<file path="src/tw_link_cfg.svh">
/*
 Constants for the three-wire link with busy handshake.
 Assumes inclusion by bare name from the package and both ends.
*/
`ifndef TW_LINK_CFG_SVH
`define TW_LINK_CFG_SVH
`define TW_WORD_BITS     8
`define TW_CLK_DIV       32
`define TW_HALF_DIV      16
`define TW_CNT_W         3
`define TW_DIV_W         5
`define TW_MODE_MASTER   8'h83
`define TW_MODE_SLAVE    8'h80
`define TW_FIFO_DEPTH    4
`define TW_END_SETTLE    2
`endif

</file>
<file path="src/tw_link_pkg.sv">
/*
 Types shared by both ends of the three-wire link.
 Assumes the constants header is on the include path.
*/
`include "tw_link_cfg.svh"
package tw_link_pkg;
   typedef logic [`TW_WORD_BITS-1:0] word_t;
   typedef enum logic [1:0] {M_IDLE, M_LOW, M_HIGH} m_state_t;
   typedef enum logic [1:0] {S_BUSY, S_READY, S_DONE} s_state_t;
endpackage

</file>
<file path="src/tw_link_if.sv">
/*
 Link wires between master and slave: clock, two data lines, busy.
 Assumes both ends share clk; the master makes the shift clock.
*/
`timescale 1ns/1ps
interface tw_link_if;
   logic sck;
   logic m_to_s;
   logic s_to_m;
   logic ready_n_busy;
   modport master (output sck, output m_to_s, input s_to_m, input ready_n_busy);
   modport slave  (input sck, input m_to_s, output s_to_m, output ready_n_busy);
endinterface

</file>
<file path="src/tw_fifo.sv">
/*
 Small valid/ready FIFO with parameter width and depth.
 Assumes one clock and an asynchronous active-high reset.
*/
`timescale 1ns/1ps
module tw_fifo #(
   parameter int WIDTH = 8,
   parameter int DEPTH = 4
) (
   input  wire logic             clk,
   input  wire logic             rst,
   input  wire logic             in_valid,
   output logic                  in_ready,
   input  wire logic [WIDTH-1:0] in_data,
   output logic                  out_valid,
   input  wire logic             out_ready,
   output logic      [WIDTH-1:0] out_data
);
   localparam int AW = (DEPTH > 1) ? $clog2(DEPTH) : 1;
   if (DEPTH < 2 || (DEPTH & (DEPTH - 1)) != 0) begin : g_bad_depth
      $error("DEPTH must be a power of two");
   end
   logic [WIDTH-1:0] mem [DEPTH];
   logic [AW:0]      wp_q;
   logic [AW:0]      rp_q;
   logic             full;
   logic             empty;
   assign empty     = (wp_q == rp_q);
   assign full      = (wp_q[AW] != rp_q[AW]) && (wp_q[AW-1:0] == rp_q[AW-1:0]);
   assign in_ready  = !full;
   assign out_valid = !empty;
   assign out_data  = mem[rp_q[AW-1:0]];
   always_ff @(posedge clk) begin
      if (in_valid && !full) mem[wp_q[AW-1:0]] <= in_data;
   end
   always_ff @(posedge clk or posedge rst) begin
      if (rst) begin
         wp_q <= '0;
         rp_q <= '0;
      end else begin
         if (in_valid && !full) wp_q <= wp_q + 1'b1;
         if (out_ready && !empty) rp_q <= rp_q + 1'b1;
      end
   end
endmodule // tw_fifo

</file>
<file path="src/tw_master.sv">
/*
 Master end: makes the shift clock, checks busy, shifts 8 bits MSB first.
 Assumes the slave shares clk and keeps its own handshake duties.
// Operation
// Link is clock, two data wires, busy
// Slave drives busy, low means busy
// One 8-bit word, MSB first
// Master clock is system clock over 32
// Start only after transmit word loaded
// Busy low: skip, set pending-busy flag
// Pending-busy means retry later
// Master mode: three-wire, MSB first, internal clock
// Slave mode: takes clock from master
// Slave shifts word both ways together
// Slave busy while preparing word
// Slave releases busy once word loaded
// Slave busy again at end interrupt
// Slave busy after transfer until reload
// End interrupt stores word, sets done
// Count eight pulses, stop clock, complete
*/
`timescale 1ns/1ps
`include "tw_link_cfg.svh"
module tw_master #(
   parameter int WORD_BITS  = `TW_WORD_BITS,
   parameter int CLK_DIV    = `TW_CLK_DIV,
   parameter int FIFO_DEPTH = `TW_FIFO_DEPTH
) (
   input  wire logic               clk,
   input  wire logic               rst,
   tw_link_if.master               link,
   input  wire logic               tx_valid,
   output logic                    tx_ready,
   input  wire tw_link_pkg::word_t tx_data,
   output logic                    rx_valid,
   input  wire logic               rx_ready,
   output tw_link_pkg::word_t      rx_data,
   input  wire logic               start,
   output logic                    pending_busy_flag,
   output logic                    transfer_done_flag,
   output logic                    serial_end_interrupt,
   output logic [7:0]              serial_mode_setting
);
   import tw_link_pkg::*;

   // Half shift period in system clocks; one frame is WORD_BITS periods
   localparam int HALF_DIV = CLK_DIV / 2;
   localparam int DIV_W    = (HALF_DIV > 1) ? $clog2(HALF_DIV) : 1;
   localparam int CNT_W    = (WORD_BITS > 1) ? $clog2(WORD_BITS) : 1;

   if (WORD_BITS != $bits(word_t)) begin : g_bad_width
      $error("WORD_BITS must match the link word type");
   end
   if (CLK_DIV < 4 || (CLK_DIV % 2) != 0) begin : g_bad_div
      $error("CLK_DIV must be even and at least 4");
   end
   if (FIFO_DEPTH < 2 || (FIFO_DEPTH & (FIFO_DEPTH - 1)) != 0) begin : g_bad_depth
      $error("FIFO_DEPTH must be a power of two, at least 2");
   end

   typedef struct packed {
      m_state_t         st;
      logic [DIV_W-1:0] div;
      logic [CNT_W-1:0] bits;
      logic [1:0]       settle;
      word_t            shift_buffer;
      word_t            rx_word;
      logic             sck;
      logic             busy_flag;
      logic             done_flag;
      logic             end_irq;
   } m_reg_t;

   // Idle: shift clock low, flags clear
   localparam m_reg_t RESET_Q = '{
      st:           M_IDLE,
      div:          '0,
      bits:         '0,
      settle:       '0,
      shift_buffer: '0,
      rx_word:      '0,
      sck:          1'b0,
      busy_flag:    1'b0,
      done_flag:    1'b0,
      end_irq:      1'b0
   };

   m_reg_t q;
   m_reg_t d;
   logic   fifo_valid;
   logic   fifo_ready;
   word_t  fifo_data;
   logic   rx_fifo_ready;
   logic   half_end;
   logic   last_bit;
   logic   can_start;
   logic   settled;

   assign half_end  = (q.div == DIV_W'(HALF_DIV - 1));
   assign last_bit  = (q.bits == CNT_W'(WORD_BITS - 1));
   assign can_start = start && fifo_valid && rx_fifo_ready;
   assign settled   = (q.settle == 2'h0);

   tw_fifo #(
      .WIDTH (WORD_BITS),
      .DEPTH (FIFO_DEPTH)
   ) u_tx_fifo (
      .clk       (clk),
      .rst       (rst),
      .in_valid  (tx_valid),
      .in_ready  (tx_ready),
      .in_data   (tx_data),
      .out_valid (fifo_valid),
      .out_ready (fifo_ready),
      .out_data  (fifo_data)
   );

   tw_fifo #(
      .WIDTH (WORD_BITS),
      .DEPTH (FIFO_DEPTH)
   ) u_rx_fifo (
      .clk       (clk),
      .rst       (rst),
      .in_valid  (q.end_irq),
      .in_ready  (rx_fifo_ready),
      .in_data   (q.rx_word),
      .out_valid (rx_valid),
      .out_ready (rx_ready),
      .out_data  (rx_data)
   );

   // Slave drops busy a clock after the frame ends; a start in that
   // gap would trust a stale high busy line, so starts wait it out
   always_comb begin
      d          = q;
      d.end_irq  = 1'b0;
      fifo_ready = 1'b0;
      if (!settled) begin
         d.settle = q.settle - 2'h1;
      end
      case (q.st)
         M_IDLE: begin
            d.sck = 1'b0;
            d.div = '0;
            // Busy sampled only at the start decision
            if (can_start && settled) begin
               if (link.ready_n_busy) begin
                  fifo_ready     = 1'b1;
                  d.shift_buffer = fifo_data;
                  d.busy_flag    = 1'b0;
                  d.done_flag    = 1'b0;
                  d.bits         = '0;
                  d.st           = M_LOW;
               end else begin
                  // Word stays queued so the user may retry
                  d.busy_flag = 1'b1;
               end
            end
         end
         M_LOW: begin
            d.div = q.div + 1'b1;
            if (half_end) begin
               // Rising shift clock takes the slave's bit
               d.sck     = 1'b1;
               d.div     = '0;
               d.rx_word = {q.rx_word[WORD_BITS-2:0], link.s_to_m};
               d.st      = M_HIGH;
            end
         end
         M_HIGH: begin
            d.div = q.div + 1'b1;
            if (half_end) begin
               // Falling shift clock presents the next bit
               d.sck          = 1'b0;
               d.div          = '0;
               d.shift_buffer = {q.shift_buffer[WORD_BITS-2:0], 1'b0};
               d.bits         = q.bits + 1'b1;
               if (last_bit) begin
                  d.st        = M_IDLE;
                  d.settle    = 2'(`TW_END_SETTLE);
                  d.end_irq   = 1'b1;
                  d.done_flag = 1'b1;
               end else begin
                  d.st = M_LOW;
               end
            end
         end
         default: begin
            d.st  = M_IDLE;
            d.sck = 1'b0;
         end
      endcase
   end

   always_ff @(posedge clk or posedge rst) begin
      if (rst) begin
         q <= RESET_Q;
      end else begin
         q <= d;
      end
   end

   assign link.sck             = q.sck;
   assign link.m_to_s          = q.shift_buffer[WORD_BITS-1];
   assign pending_busy_flag    = q.busy_flag;
   assign transfer_done_flag   = q.done_flag;
   assign serial_end_interrupt = q.end_irq;
   assign serial_mode_setting  = `TW_MODE_MASTER;
endmodule // tw_master

</file>
<file path="src/flat_wrapper.sv">
// flat-port wrapper written by rule: the top's interface ports become plain ports
module tw_master_flat import tw_link_pkg::*;
#(
   parameter int WORD_BITS  = `TW_WORD_BITS,
   parameter int CLK_DIV    = `TW_CLK_DIV,
   parameter int FIFO_DEPTH = `TW_FIFO_DEPTH
)
  (clk, rst, tx_valid, tx_ready, tx_data, rx_valid, rx_ready, rx_data, start, pending_busy_flag, transfer_done_flag, serial_end_interrupt, serial_mode_setting, link_sck, link_m_to_s, link_s_to_m, link_ready_n_busy);
  tw_link_if link_i ();
  input  wire logic clk;
  input  wire logic rst;
  input  wire logic tx_valid;
  output logic tx_ready;
  input  wire tw_link_pkg::word_t tx_data;
  output logic rx_valid;
  input  wire logic rx_ready;
  output tw_link_pkg::word_t rx_data;
  input  wire logic start;
  output logic pending_busy_flag;
  output logic transfer_done_flag;
  output logic serial_end_interrupt;
  output logic [7:0] serial_mode_setting;
  output wire logic [$bits(link_i.sck)-1:0] link_sck;
  output wire logic [$bits(link_i.m_to_s)-1:0] link_m_to_s;
  input wire logic [$bits(link_i.s_to_m)-1:0] link_s_to_m;
  input wire logic [$bits(link_i.ready_n_busy)-1:0] link_ready_n_busy;
  assign link_sck = link_i.sck;
  assign link_m_to_s = link_i.m_to_s;
  assign link_i.s_to_m = link_s_to_m;
  assign link_i.ready_n_busy = link_ready_n_busy;
  tw_master #(.WORD_BITS(WORD_BITS), .CLK_DIV(CLK_DIV), .FIFO_DEPTH(FIFO_DEPTH)) u_core (.clk(clk), .rst(rst), .link(link_i), .tx_valid(tx_valid), .tx_ready(tx_ready), .tx_data(tx_data), .rx_valid(rx_valid), .rx_ready(rx_ready), .rx_data(rx_data), .start(start), .pending_busy_flag(pending_busy_flag), .transfer_done_flag(transfer_done_flag), .serial_end_interrupt(serial_end_interrupt), .serial_mode_setting(serial_mode_setting));
endmodule
</file>
<file path="config.mk">
export PLATFORM = sky130hd
export DESIGN_NAME = tw_master_flat
export DESIGN_NICKNAME = d
export VERILOG_FILES = /design/src/tw_link_pkg.sv /design/src/tw_link_if.sv /design/src/tw_fifo.sv /design/src/tw_master.sv /design/src/flat_wrapper.sv
export VERILOG_INCLUDE_DIRS = /design/src
export SDC_FILE = /design/constraint.sdc
export NUM_CORES = 1
export LEC_CHECK = 0
export CAP_MARGIN = 10
export CORE_UTILIZATION = 30
export DETAILED_ROUTE_END_ITERATION = 16
export DONT_BUFFER_PORTS = 1
export PLACE_DENSITY_LB_ADDON = 0.08
export SETUP_SLACK_MARGIN = 0.05
export SYNTH_ARGS = -nofsm -noshare
export SYNTH_HDL_FRONTEND = slang
export SYNTH_SLANG_ARGS = --single-unit
</file>
<file path="constraint.sdc">
create_clock -name clk -period 2.7 [get_ports clk]
set_clock_uncertainty 0.15 [all_clocks]
set_input_delay 0 -clock clk [delete_from_list [all_inputs] [get_ports clk]]
set_output_delay 0 -clock clk [all_outputs]
set_load 0.05 [all_outputs]
</file>
## Word level (Yosys, flattened, before mapping)

Memories as Yosys holds them, arrays and structs flattened.
Cells that the tools add are included.
Widths: inputs -> output; s select.

- Flip-flop bits (word level): 43
- Latch bits: 0
- Bits in writable memories: 64
- ROM bits: 0
- Bits of input ports: 15
- Output and inout port bits: 23
- Word-level logic and storage cells: 94
- Memories kept: 2

- Add/subtract/negate cells: 7
- $mul: 0
- Divide/modulo/power cells: 0
- $lt $le $gt $ge: 0
- Equal/unequal tests: 15
- Shift operators: 0
- Mux-type cells: 33
- Bitwise logic cells: 0
- Reductions and logical operators: 23

Memories:

| name | depth | width | read ports | clocked after memory_dff | write ports | RTL line | RTL |
|---|---|---|---|---|---|---|---|
| u_core.u_rx_fifo.mem | 4 | 8 | 1 | 0 | 1 | tw_fifo.sv:23 | `logic [WIDTH-1:0] mem [DEPTH];` |
| u_core.u_tx_fifo.mem | 4 | 8 | 1 | 0 | 1 | tw_fifo.sv:23 |  |

Operator list:

| cell | count |
|---|---|
| $mux 19 | 1 |
| $mux 8 | 2 |
| $pmux 8 s2 | 1 |
| $add 3x1->3 const B | 5 |
| $mux 1 | 14 |
| $mux 2 | 7 |
| $pmux 4 s3 | 1 |
| $logic_and 1x1->1 | 9 |
| $ne 2x1->1 const B | 4 |
| $reduce_and 4->1 | 2 |
| $eq 3x3->1 | 2 |
| $mux 3 | 2 |
| $mux 6 | 1 |
| $pmux 2 s3 | 1 |
| $pmux 3 s2 | 1 |
| $reduce_and 2->1 | 3 |
| $reduce_and 5->1 | 1 |
| $add 4x1->4 const B | 1 |
| $eq 2x2->1 | 2 |
| $eq 4x4->1 const B | 1 |
| $logic_not 1->1 | 4 |
| $logic_not 2->1 | 2 |
| $pmux 1 s2 | 2 |
| $eq 3x3->1 const B | 1 |
| 7 further kinds | 8 |

## Logic depth before layout (Yosys ltp)

Gate-level depths: netlist of run 1.

- Depth in word-level cells: 8
- Depth in mapped cells: 7
- Gate-level depth less buffers: 7

## Modules after synthesis

Synthesis of run 1 repeated with hierarchy kept, for this count alone.

- Cells, all modules: 318
- Area total of the unflattened synthesis: 4,842.1 µm²

By module, submodules not included:

| module | times used | cells each | area each (µm²) | sequential area each (µm²) |
|---|---|---|---|---|
| tw_fifo | 2 | 88 | 1,609.0 | 1,111.1 |
| tw_master | 1 | 142 | 1,624.1 | 775.7 |

## Worst setup path before layout of run 1

OpenSTA, ideal clock, no wires.

- Kind: register -> register
- Start point: register u_core.u_tx_fifo.rp_q[0]
- End point: register u_core.u_tx_fifo.wp_q[2]
- Library setup time: 0.140 ns
- Arrival time: 1.910 ns
- Required time: 2.410 ns
- Slack: 0.500 ns
- Cell stages (with the launch flop): 6
- Path buffers: 1
- Period minus slack after synthesis: 2.200 ns
- Cell sequence: dfrtp_1 buf_6 xnor2_2 nand3_1 and3_1 xor2_1

- Word-level cells in the longest chain between the ends: 4

Ends and longest elaborated chain:

| element | RTL line | RTL |
|---|---|---|
| start: declaration | tw_fifo.sv:25 | `logic [AW:0] rp_q;` |
| start signal: assignment | tw_fifo.sv:42 | `if (out_ready && !empty) rp_q <= rp_q + 1'b1;` |
| $eq 2x2->1 | tw_fifo.sv:29 | `assign full = (wp_q[AW] != rp_q[AW]) && (wp_q[AW-1:0] == rp_q[AW-1:0]);` |
| $logic_and 1x1->1 | tw_fifo.sv:29 |  |
| $logic_not 1->1 | - |  |
| named net tx_ready | flat_wrapper.sv:13 | `output logic tx_ready;` |
| $logic_and 1x1->1 | tw_fifo.sv:41 | `if (in_valid && !full) wp_q <= wp_q + 1'b1;` |
| end signal: assignment | tw_fifo.sv:41 |  |
| end: declaration | tw_fifo.sv:24 | `logic [AW:0] wp_q;` |

The timed path passes the listed nets, and every way through them passes these cells.
A chain may end at the register's enable or synchronous reset.

## Final worst setup path of run 1

- Start point: register u_core.q[29] (netlist bit)
- End point: register u_core.q[18] (netlist bit)

- Word-level cells in the longest chain between the ends: 3
- Elaborated cells between the ends (all ways): 8
- Those cells by class: 4 x eq/ne; 1 x mux; 3 x reduce/logical

Ends and longest elaborated chain:

| element | RTL line | RTL |
|---|---|---|
| start: declaration | tw_master.sv:88 | `m_reg_t q;` |
| start signal: assignment | tw_master.sv:197 | `q <= RESET_Q;` |
| start signal: assignment | tw_master.sv:199 | `q <= d;` |
| $eq 2x2->1 or $logic_not 2->1 (tied branches) | tw_master.sv:141 | `case (q.st)` |
| $ne 2x1->1 (no source line) (tied with other cells) | - |  |
| $reduce_and 4->1 (no source line) | - |  |

Parallel ways exist; a longest one is shown, timed or not.

==> flow_summary.yaml, run 1 <==
placement:
  routabilityCongestion: 0.655
  dpl.cell_count: 500
  place_ws_ps: 493
  dp_hpwl_mm: 5.37
  portBuffers: 0
timing:
  finalCriticalPeriod_ps: 2160
  tightest_slew_ps: 956
  setup_viol: 0
  finalHoldViolCount: 3
  final.setup.tns_ps: 0
  fin_crit_sh_pct: 80.2
  max_freq_mhz: 462
  slew_headroom_pct: 36.3
  worst_slack_ps: 536
  maxSlewViolCount: 0
  whs_ps: -0.278
  grt_setup_unrepaired: "no"
final_layout:
  final_nets: 347
  register_area_um2: 3000
  multi_input_area_um2: 1550
  syn2layout_area_growth_pct: 14.3
  layout-drive-gt1-share_pct: 19.7
  antenna_cells: 0
  final_cells: 530
  nFillCells: 1473
power_and_ir_drop:
  clkPwrFrac_pct: 29.2
  p_int_mw: 3.29
  switchingPower_mw: 1.38
  seq_power_share_pct: 46.8
  sw_frac_of_total_pct: 29.5
  power.leakage_nw: 2.10
  p_comb_share_pct: 24.0
  ir_drop_mv: 0.723
  power.density_nw_per_um2: 868
clocking:
  htreeDepth: 3
  clkLatencyLatePin_ps: 350
  clk_pin_slew_ps: 80
  clock_path_buffers: 2
  cts.sink_count: 107
  cts_tree: "built"
  cts_setup_buffers: 0
  cts_made_buffers: 9
  cts_root_buffer: "clkbuf_16"
floorplanning:
  die_area_um2: 16200
  ioPinCount: 38
  die_h_um: 127
  start_util_pct: 30.8
  die_w_um: 127
  rows: 45
  design.core.area_um2: 15300
min_path:
  hold_path.class: "input port to register"
setup_path:
  endpoint_kind: "register"
  max_stage_delay_ps: 440
  cp_cell_sequence: "inv_1 > ha_1 > nand2_1 > a22o_1 > buf_4 > mux2_4"
  critPathLaunchType: "register"
  arrival_ps: 2250
  crit_type: "register to register"
  slowest_stage: "dfrtp_1"
  worstPathRequired_ps: 2790
  crit_fanout: 15
route:
  avgRoutedWirePerCell_um: 15.2
  post-route-drc-count: 0
  dr.pass1.iters: 4
  wl_mm: 8.06
  routed_via_density: 4.36
  ant_nets: 0
  vias: 2312
  drtIter0Drc: 84
logic_synthesis:
  ys_ff_latch: 107
  synthesis.instances: 291
  synthDistinctLibCells: 35
  synth_area_per_cell_um2: 16.2
  synth_seq_area_share_pct: 63.8
  synth_area_um2: 4700
  synth-edff-count: 64
  ys.flop_type: "edfxtp_1"
  synth_warnings: 0
  synthArstFlopShare_pct: 40.2
global_routing:
  grt_start_max_net_pins: 44
  grt_pass1_vias: 2483
  grt_pass1_wl_mm: 13.5
  antenna_found_initial: 0
  gr-total-overflow: 0
  track_usage_pct: 11.3
status:
  violations: "hold timing"
  status: "complete, but fails checks"
job:
  maxCapViolCount: 0
==> registers in the layout (all words and copies together) (netlist names), 3 cells and up <==
register / cells
u_core.q: 26
u_core.u_rx_fifo.mem: 32
u_core.u_rx_fifo.rp_q: 3
u_core.u_rx_fifo.wp_q: 3
u_core.u_tx_fifo.mem: 32
u_core.u_tx_fifo.rp_q: 3
u_core.u_tx_fifo.wp_q: 3
==> kinds of logic (layout without fill, tap and decap cells) <==
group,after synthesis,after routing,synth area share [%]
DFF,107,107,63.8
and+or+nand+nor,57,57,7.16
muxes,40,40,14.3
buffers and inverters,31,53,3.75
AOI/OAI and AO/OA,22,22,2.79
adders and majority gates,18,18,4.79
xor gates and xnor gates,14,14,3.25
other,2,8,0.160
==> layer usage <==
layer  up-vias  wire length [um]  GRT usage, %
met5         -                 0             0
met4         0               144          4.41
met3        11               308          3.69
met2        37              4030          19.0
met1      1159              3570          13.4
li1       1105                 -             -
==> worst max-delay path, delay by kind of cell, from the launching register on <==
family / cells / cell delay, ps
AOI/OAI and AO/OA: 1 / 240
adders and majority gates: 1 / 430
buffers and inverters: 2 / 300
DFF: 1 / 440
muxes: 1 / 310
and+or+nand+nor: 1 / 170
==> per-stage QoR <==
stage	util (%)	cell area [um^2]	hold WS (ps)	power (mW)
6_report	35.2	5370	-0.278	4.67
5_1_grt	35.2	5370	5.88	4.95
4_1_cts	35.2	5370	4.84	4.77
3_5_place_dp	32.3	4920	-50.9	3.34
3_3_place_gp	32.3	4920	-51.0	3.34
2_1_floorplan	-	4720	-51.1	3.12
==> final timing paths <==
path / from / end / slack, ps / cells past startpoint
max: u_core.q[29] / u_core.q[18] / 540 / 6
min: tx_valid / u_core.u_tx_fifo.mem[1][1] / -0.3 / 1
max reg2reg: u_core.q[29] / u_core.q[18] / 540 / 6
min reg2reg: u_core.u_tx_fifo.wp_q[2] / u_core.u_tx_fifo.wp_q[2] / 340 / 1
max in group asynchronous: rst / u_core.q[4] / 1630 / 2
min in group asynchronous: rst / u_core.u_rx_fifo.rp_q[1] / 160 / 2
==> Yosys cell counts (all sizes together) (3+ instances only) <==
cell     n  area share (%)
nand4    3            0.72
o21ai   15             1.6
ha      18             4.8
inv     16             1.3
and2     3            0.40
edfxtp  64              41
nand3    5            0.80
nand2   20             1.6
mux4    16             8.1
and3    12             1.6
mux2    20             5.4
buf     13             2.3
xor2     4            0.75
xnor2   10             2.5
mux2i    4            0.85
dfrtp   43              23
nor2     6            0.48
nand3b   3            0.75
==> cell type report <==
class	instances	area share, %
inverters	16	1.12
flip-flops and latches	107	55.8
clock inverters	7	1.56
repair buffers	21	3.59
clock buffers	9	4.19
multi-input cells	159	28.8
well taps	211	4.91
==> what timing repair did <==
item,4_1_cts,5_1_grt
endpoints found under the hold margin,87,0
hold buffers,14,0
gates resized for setup,0,0
==> power groups by stage <==
stage / sequential (mW) / clock, mW / combinational (mW)
global route: 2.22 / 1.49 / 1.25
global placement: 2.22 / 0 / 1.12
detailed placement: 2.22 / 0 / 1.12
finish: 2.18 / 1.36 / 1.12
floorplan: 2.16 / 0 / 0.958
CTS: 2.19 / 1.43 / 1.16
==> layout by cell type, fill, tap and decap left out, types with 5 or more instances in the layout <==
cell type,synthesis,final
dlygate4sd3_1,0,14
nor2_1,6,6
and3_1,12,12
o21ai_0,15,15
buf_4,10,7
xnor2_1,6,6
mux2_4,8,8
mux4_2,11,11
edfxtp_1,64,64
inv_1,16,15
clkbuf_16,0,9
ha_1,18,18
conb_1,2,8
mux4_1,5,5
dfrtp_1,43,43
nand2_1,20,20
mux2_2,12,12
No activity file was read; power rests on OpenSTA's default activity.
==> run 2, diff against run 1 <==
Settings changed: ABC_AREA from default to 1.
Clock period 2.7 ns to 2.1 ns, I/O delays scaled along.
==> flow_summary.yaml, run 2 <==
status:
  status: "complete, no violations"
placement:
  portBuffers: 0
  place_ws_ps: 139
  dpl.cell_count: 659
  routabilityCongestion: 0.721
  dp_hpwl_mm: 6.50
power_and_ir_drop:
  switchingPower_mw: 2.79
  power.leakage_nw: 2.32
  finalPower_mw: 7.17
  p_comb_share_pct: 36.0
  p_int_mw: 4.38
  seq_power_share_pct: 39.5
  power.density_nw_per_um2: 1280
  sw_frac_of_total_pct: 38.9
  clkPwrFrac_pct: 24.5
  ir_drop_mv: 0.505
logic_synthesis:
  synth-edff-count: 64
  synthesis.instances: 433
  synth_commonest_cells: "nand2_1, edfxtp_1, nor2_1, dfrtp_1, o21ai_0"
  synth_area_per_cell_um2: 10.9
  yosys-top-cells-area: "edfxtp_1, dfrtp_1, nand2_1"
  synth_area_um2: 4730
  ys_ff_latch: 107
  ys.flop_type: "edfxtp_1"
  yosysTopAreaCell: "edfxtp_1"
  yosysMostFrequentCell: "nand2_1"
  synthDistinctLibCells: 30
  synth_warnings: 0
  synth_seq_area_share_pct: 63.3
  synthDominantCellAreaShare_pct: 40.6
  synthArstFlopShare_pct: 40.2
route:
  ant_nets: 0
  post-route-drc-count: 0
  dr.pass1.iters: 4
  avgRoutedWirePerCell_um: 13.7
  vias: 3014
  drtIter0Drc: 131
  routed_via_density: 4.37
  wl_mm: 9.42
floorplanning:
  rows: 45
  start_util_pct: 30.9
  ioPinCount: 38
  die_w_um: 128
  die_h_um: 128
  die_area_um2: 16300
  design.core.area_um2: 15300
global_routing:
  met1_usage_pct: 16.6
  top_usage_layer: "met2"
  met3_usage_pct: 2.97
  gr-total-overflow: 0
  track_usage_pct: 12.6
  grt_use_met2_pct: 20.5
  grt_pass1_vias: 2965
  antenna_found_initial: 0
  grt_pass1_wl_mm: 15.3
  grt_start_max_net_pins: 22
setup_path:
  r2r_cells: 11
  worstReg2RegEnd: "u_core.link.m_to_s"
  rrSetupSlack_ps: 190
  startpoint: "u_core.q[25]"
  crit_type: "register to register"
  critPathLaunchType: "register"
  endpoint: "u_core.link.m_to_s"
  crit_fanout: 21
  timing.rr.start: "u_core.q[25]"
  worstPathRequired_ps: 2180
  arrival_ps: 1990
  endpoint_kind: "register"
final_layout:
  final_cells: 689
  layout-drive-gt1-share_pct: 15.9
  syn2layout_area_growth_pct: 18.8
  final_cell_mix: "nand2_1, edfxtp_1, nor2_1"
  antenna_cells: 0
  final_common_cell: "nand2_1"
  final_nets: 506
clocking:
  cts_made_buffers: 9
  cts_root_buffer: "clkbuf_16"
  cts_tree: "built"
  clock_path_buffers: 2
  htreeDepth: 3
  cts.sink_count: 107
  cts_setup_buffers: 0
  clk_pin_slew_ps: 70
  clkLatencyLatePin_ps: 340
timing:
  finalHoldViolCount: 0
  maxSlewViolCount: 0
  finalCriticalPeriod_ps: 1910
  slew_headroom_pct: 64.7
  tightest_slew_ps: 529
  fin_crit_sh_pct: 91.0
  setup_viol: 0
  max_freq_mhz: 523
  worst_slack_ps: 189
  grt_setup_unrepaired: "no"
job:
  maxCapViolCount: 0
min_path:
  hold_path.class: "input port to asynchronous set/reset pin"
run 2: kinds of logic after synthesis:
kind of cell,share of synthesized area [%]
AO/OA/AOI/OAI,9.44
XOR/XNOR,2.04
adder cells (fa/ha/maj),4.76
buffers and inverters,5.71
flip-flops,63.3
other,0.159
AND/OR/NAND/NOR,14.6
run 2: per-stage QoR:
stage	hold WS (ps)	cell area, um^2	setup TNS [ps]	util, %
after CTS	13.3	5610	0	36.6
after global placement	-351	5160	0	33.7
after floorplan	-51.1	4800	-805	-
after global routing	24.4	5630	0	36.7
final	6.22	5630	0	36.7
after detailed placement	-350	5160	0	33.7
run 2: area by class of cell:
| class | count | area, um^2 |
|---|---|---|
| clock buffers | 9 | 225 |
| clock inverters | 7 | 83.8 |
| fillers | 1522 | 9690 |
| inverters | 37 | 141 |
| multi-input cells | 276 | 1550 |
| flip-flops and latches | 107 | 3000 |
| well taps | 211 | 264 |
| repair buffers | 42 | 363 |
run 2: how the worst min path moves through the flow:
stage                     startpoint                          to  slack [ps]  depth (start not counted)
after floorplan           tx_data[0]  u_core.u_tx_fifo.mem[0][0]         -50                          0
after global placement           rst                 u_core.q[4]        -350                          1
after detailed placement         rst                 u_core.q[4]        -350                          1
after CTS                        rst                u_core.q[27]          10                          3
after global routing             rst             u_core.link.sck          20                          3
final                            rst                u_core.q[30]           6                          3
run 2: repair_timing:
action	CTS	global route
resized for setup	0	4
endpoints found under the hold margin	122	0
hold buffers	14	0
setup endpoints to repair	0	13
run 2: power groups by stage:
stage,clock (mW),combinational (mW),sequential [mW]
global placement,0,2.59,2.88
floorplan,0,1.99,2.80
detailed placement,0,2.61,2.88
global route,1.91,2.92,2.87
finish,1.76,2.58,2.84
CTS,1.82,2.64,2.84
run 2: worst max-delay path, stage by stage (launching register included):
cell and delay, ps:
dfrtp_1 400, ha_2 210, nand2_2 70, nor2_4 130
inv_4 80, nor2_8 140, inv_2 70, a21oi_4 160
nand2_2 90, buf_12 160, nand2_1 70, o21ai_2 60
run 2: per-layer routing:
| metal | part of all wire, % | wire, um | vias up |
|---|---|---|---|
| met5 | 0 | 0 | - |
| met4 | 1.0 | 98 | 0 |
| met3 | 3.2 | 303 | 7 |
| met2 | 47 | 4470 | 37 |
| met1 | 48 | 4550 | 1457 |
| li1 | - | - | 1513 |
==> run 3, diff against run 2 <==
Clock period 2.1 ns to 2.45 ns, I/O delays scaled along.
==> flow_summary.yaml, run 3 (same netlist as run 2, synthesis figures left out) <==
timing:
  final.setup.tns_ps: 0
  whs_ps: 14.7
  fin_crit_sh_pct: 88.8
  maxSlewViolCount: 0
  grt_setup_unrepaired: "no"
  tightest_slew_ps: 926
  max_freq_mhz: 459
  setup_viol: 0
  finalCriticalPeriod_ps: 2180
  finalHoldViolCount: 0
  slew_headroom_pct: 38.2
clocking:
  cts-resized-gates: 0
  cts_made_buffers: 9
  cts_setup_buffers: 0
  clk_pin_slew_ps: 70
  cts_root_buffer: "clkbuf_16"
  cts_tree: "built"
  clock_path_buffers: 2
  cts_hold_buf: 13
  clkLatencyLatePin_ps: 350
  cts.sink_count: 107
  htreeDepth: 3
status:
  status: "complete, no violations"
setup_path:
  endpoint_kind: "register"
  critical_path_buf_inv_count: 3
  cp_top_family: "simple AND/OR/NAND/NOR gates"
  worstPathRequired_ps: 2530
  max_stage_delay_ps: 440
  slowest_stage: "dfrtp_1"
  crit_type: "register to register"
  arrival_ps: 2260
  critPathLaunchType: "register"
  crit_fanout: 21
  cp_common_cell: "inv_2"
  cp_cell_sequence: "inv_1 > ha_1 > inv_2 > nor2_8 > inv_2 > a21oi_4 > nand2_2 > nand2_1 > o21ai_2"
floorplanning:
  start_util_pct: 30.9
  design.core.area_um2: 15300
  die_w_um: 128
  ioPinCount: 38
  rows: 45
  die_h_um: 128
  die_area_um2: 16300
route:
  ant_nets: 0
  drtIter0Drc: 158
  vias: 2965
  post-route-drc-count: 0
  routed_via_density: 4.33
  avgRoutedWirePerCell_um: 13.9
  dr.pass1.iters: 4
  wl_mm: 9.50
global_routing:
  antenna_found_initial: 0
  grt_pass1_wl_mm: 15.9
  track_usage_pct: 13.0
  grt_pass1_vias: 3002
  gr-total-overflow: 0
  grt_start_max_net_pins: 44
final_layout:
  layout-drive-gt1-share_pct: 13.3
  final_nets: 502
  syn2layout_area_growth_pct: 15.9
  final_cell_mix: "nand2_1, nor2_1, edfxtp_1"
  final_common_cell: "nand2_1"
  antenna_cells: 0
power_and_ir_drop:
  power.leakage_nw: 2.28
  power.density_nw_per_um2: 1080
  ir_drop_mv: 0.331
placement:
  dp_hpwl_mm: 6.53
  portBuffers: 0
  routabilityCongestion: 0.668
job:
  maxCapViolCount: 0
min_path:
  hold_path.class: "input port to register"
[run 3: cell count changes in the layout (fill, tap and decap cells not counted), sizes merged]
cell and delta:
inv -1, dlygate4sd3 -1, bufinv -1, buf -3
clkinv +2
[run 3: final timing paths]
check	to	from	depth (start not counted)	slack [ps]
min reg2reg	u_core.q[20]	u_core.q[20]	1	310
max	u_core.q[23]	u_core.q[29]	9	270
max in group asynchronous	u_core.q[26]	rst	2	1400
min	u_core.transfer_done_flag	start	5	10
min in group asynchronous	u_core.q[25]	rst	2	160
max reg2reg	u_core.q[23]	u_core.q[29]	9	270
[run 3: report_power, final]
group / leakage (nW) / internal, mW / switching (mW) / total, mW
combinational: 1.02 / 0.683 / 1.44 / 2.12
sequential: 1.12 / 2.20 / 0.218 / 2.41
clock: 0.139 / 0.698 / 0.681 / 1.38
[run 3: area by class of cell]
cell class | count | area [um^2]
flip-flops and latches | 107 | 3000
multi-input cells | 276 | 1490
clock buffers | 9 | 225
fillers | 1568 | 9830
inverters | 37 | 141
repair buffers | 38 | 318
well taps | 211 | 264
clock inverters | 7 | 51.3
[run 3: worst register-to-register path, cell delays in order, from the launching register on]
cell	delay, ps
dfrtp_1	440
inv_1	100
ha_1	260
inv_2	160
nor2_8	200
inv_2	70
a21oi_4	160
nand2_2	300
nand2_1	180
o21ai_2	60
[run 3: per-layer routing]
layer	wire length (um)	global-route usage, %	up-vias
met4	151	4.78	0
met3	321	3.31	13
met2	4550	22.0	35
li1	-	-	1505
met5	0	0	-
met1	4470	16.2	1412
[run 3: metrics by stage]
stage | setup slack (ps) | cells | cell area (um^2) | power (mW) | util, %
final | 274 | 685 | 5490 | 5.91 | 35.8
after global routing | 53.8 | 685 | 5490 | 6.35 | 35.8
after CTS | 249 | 685 | 5490 | 6.03 | 35.8
after detailed placement | 266 | 656 | 5080 | 4.61 | 33.2
after global placement | 330 | 656 | 5080 | 4.60 | 33.2
after floorplan | 78.0 | 439 | 4760 | 4.04 | -
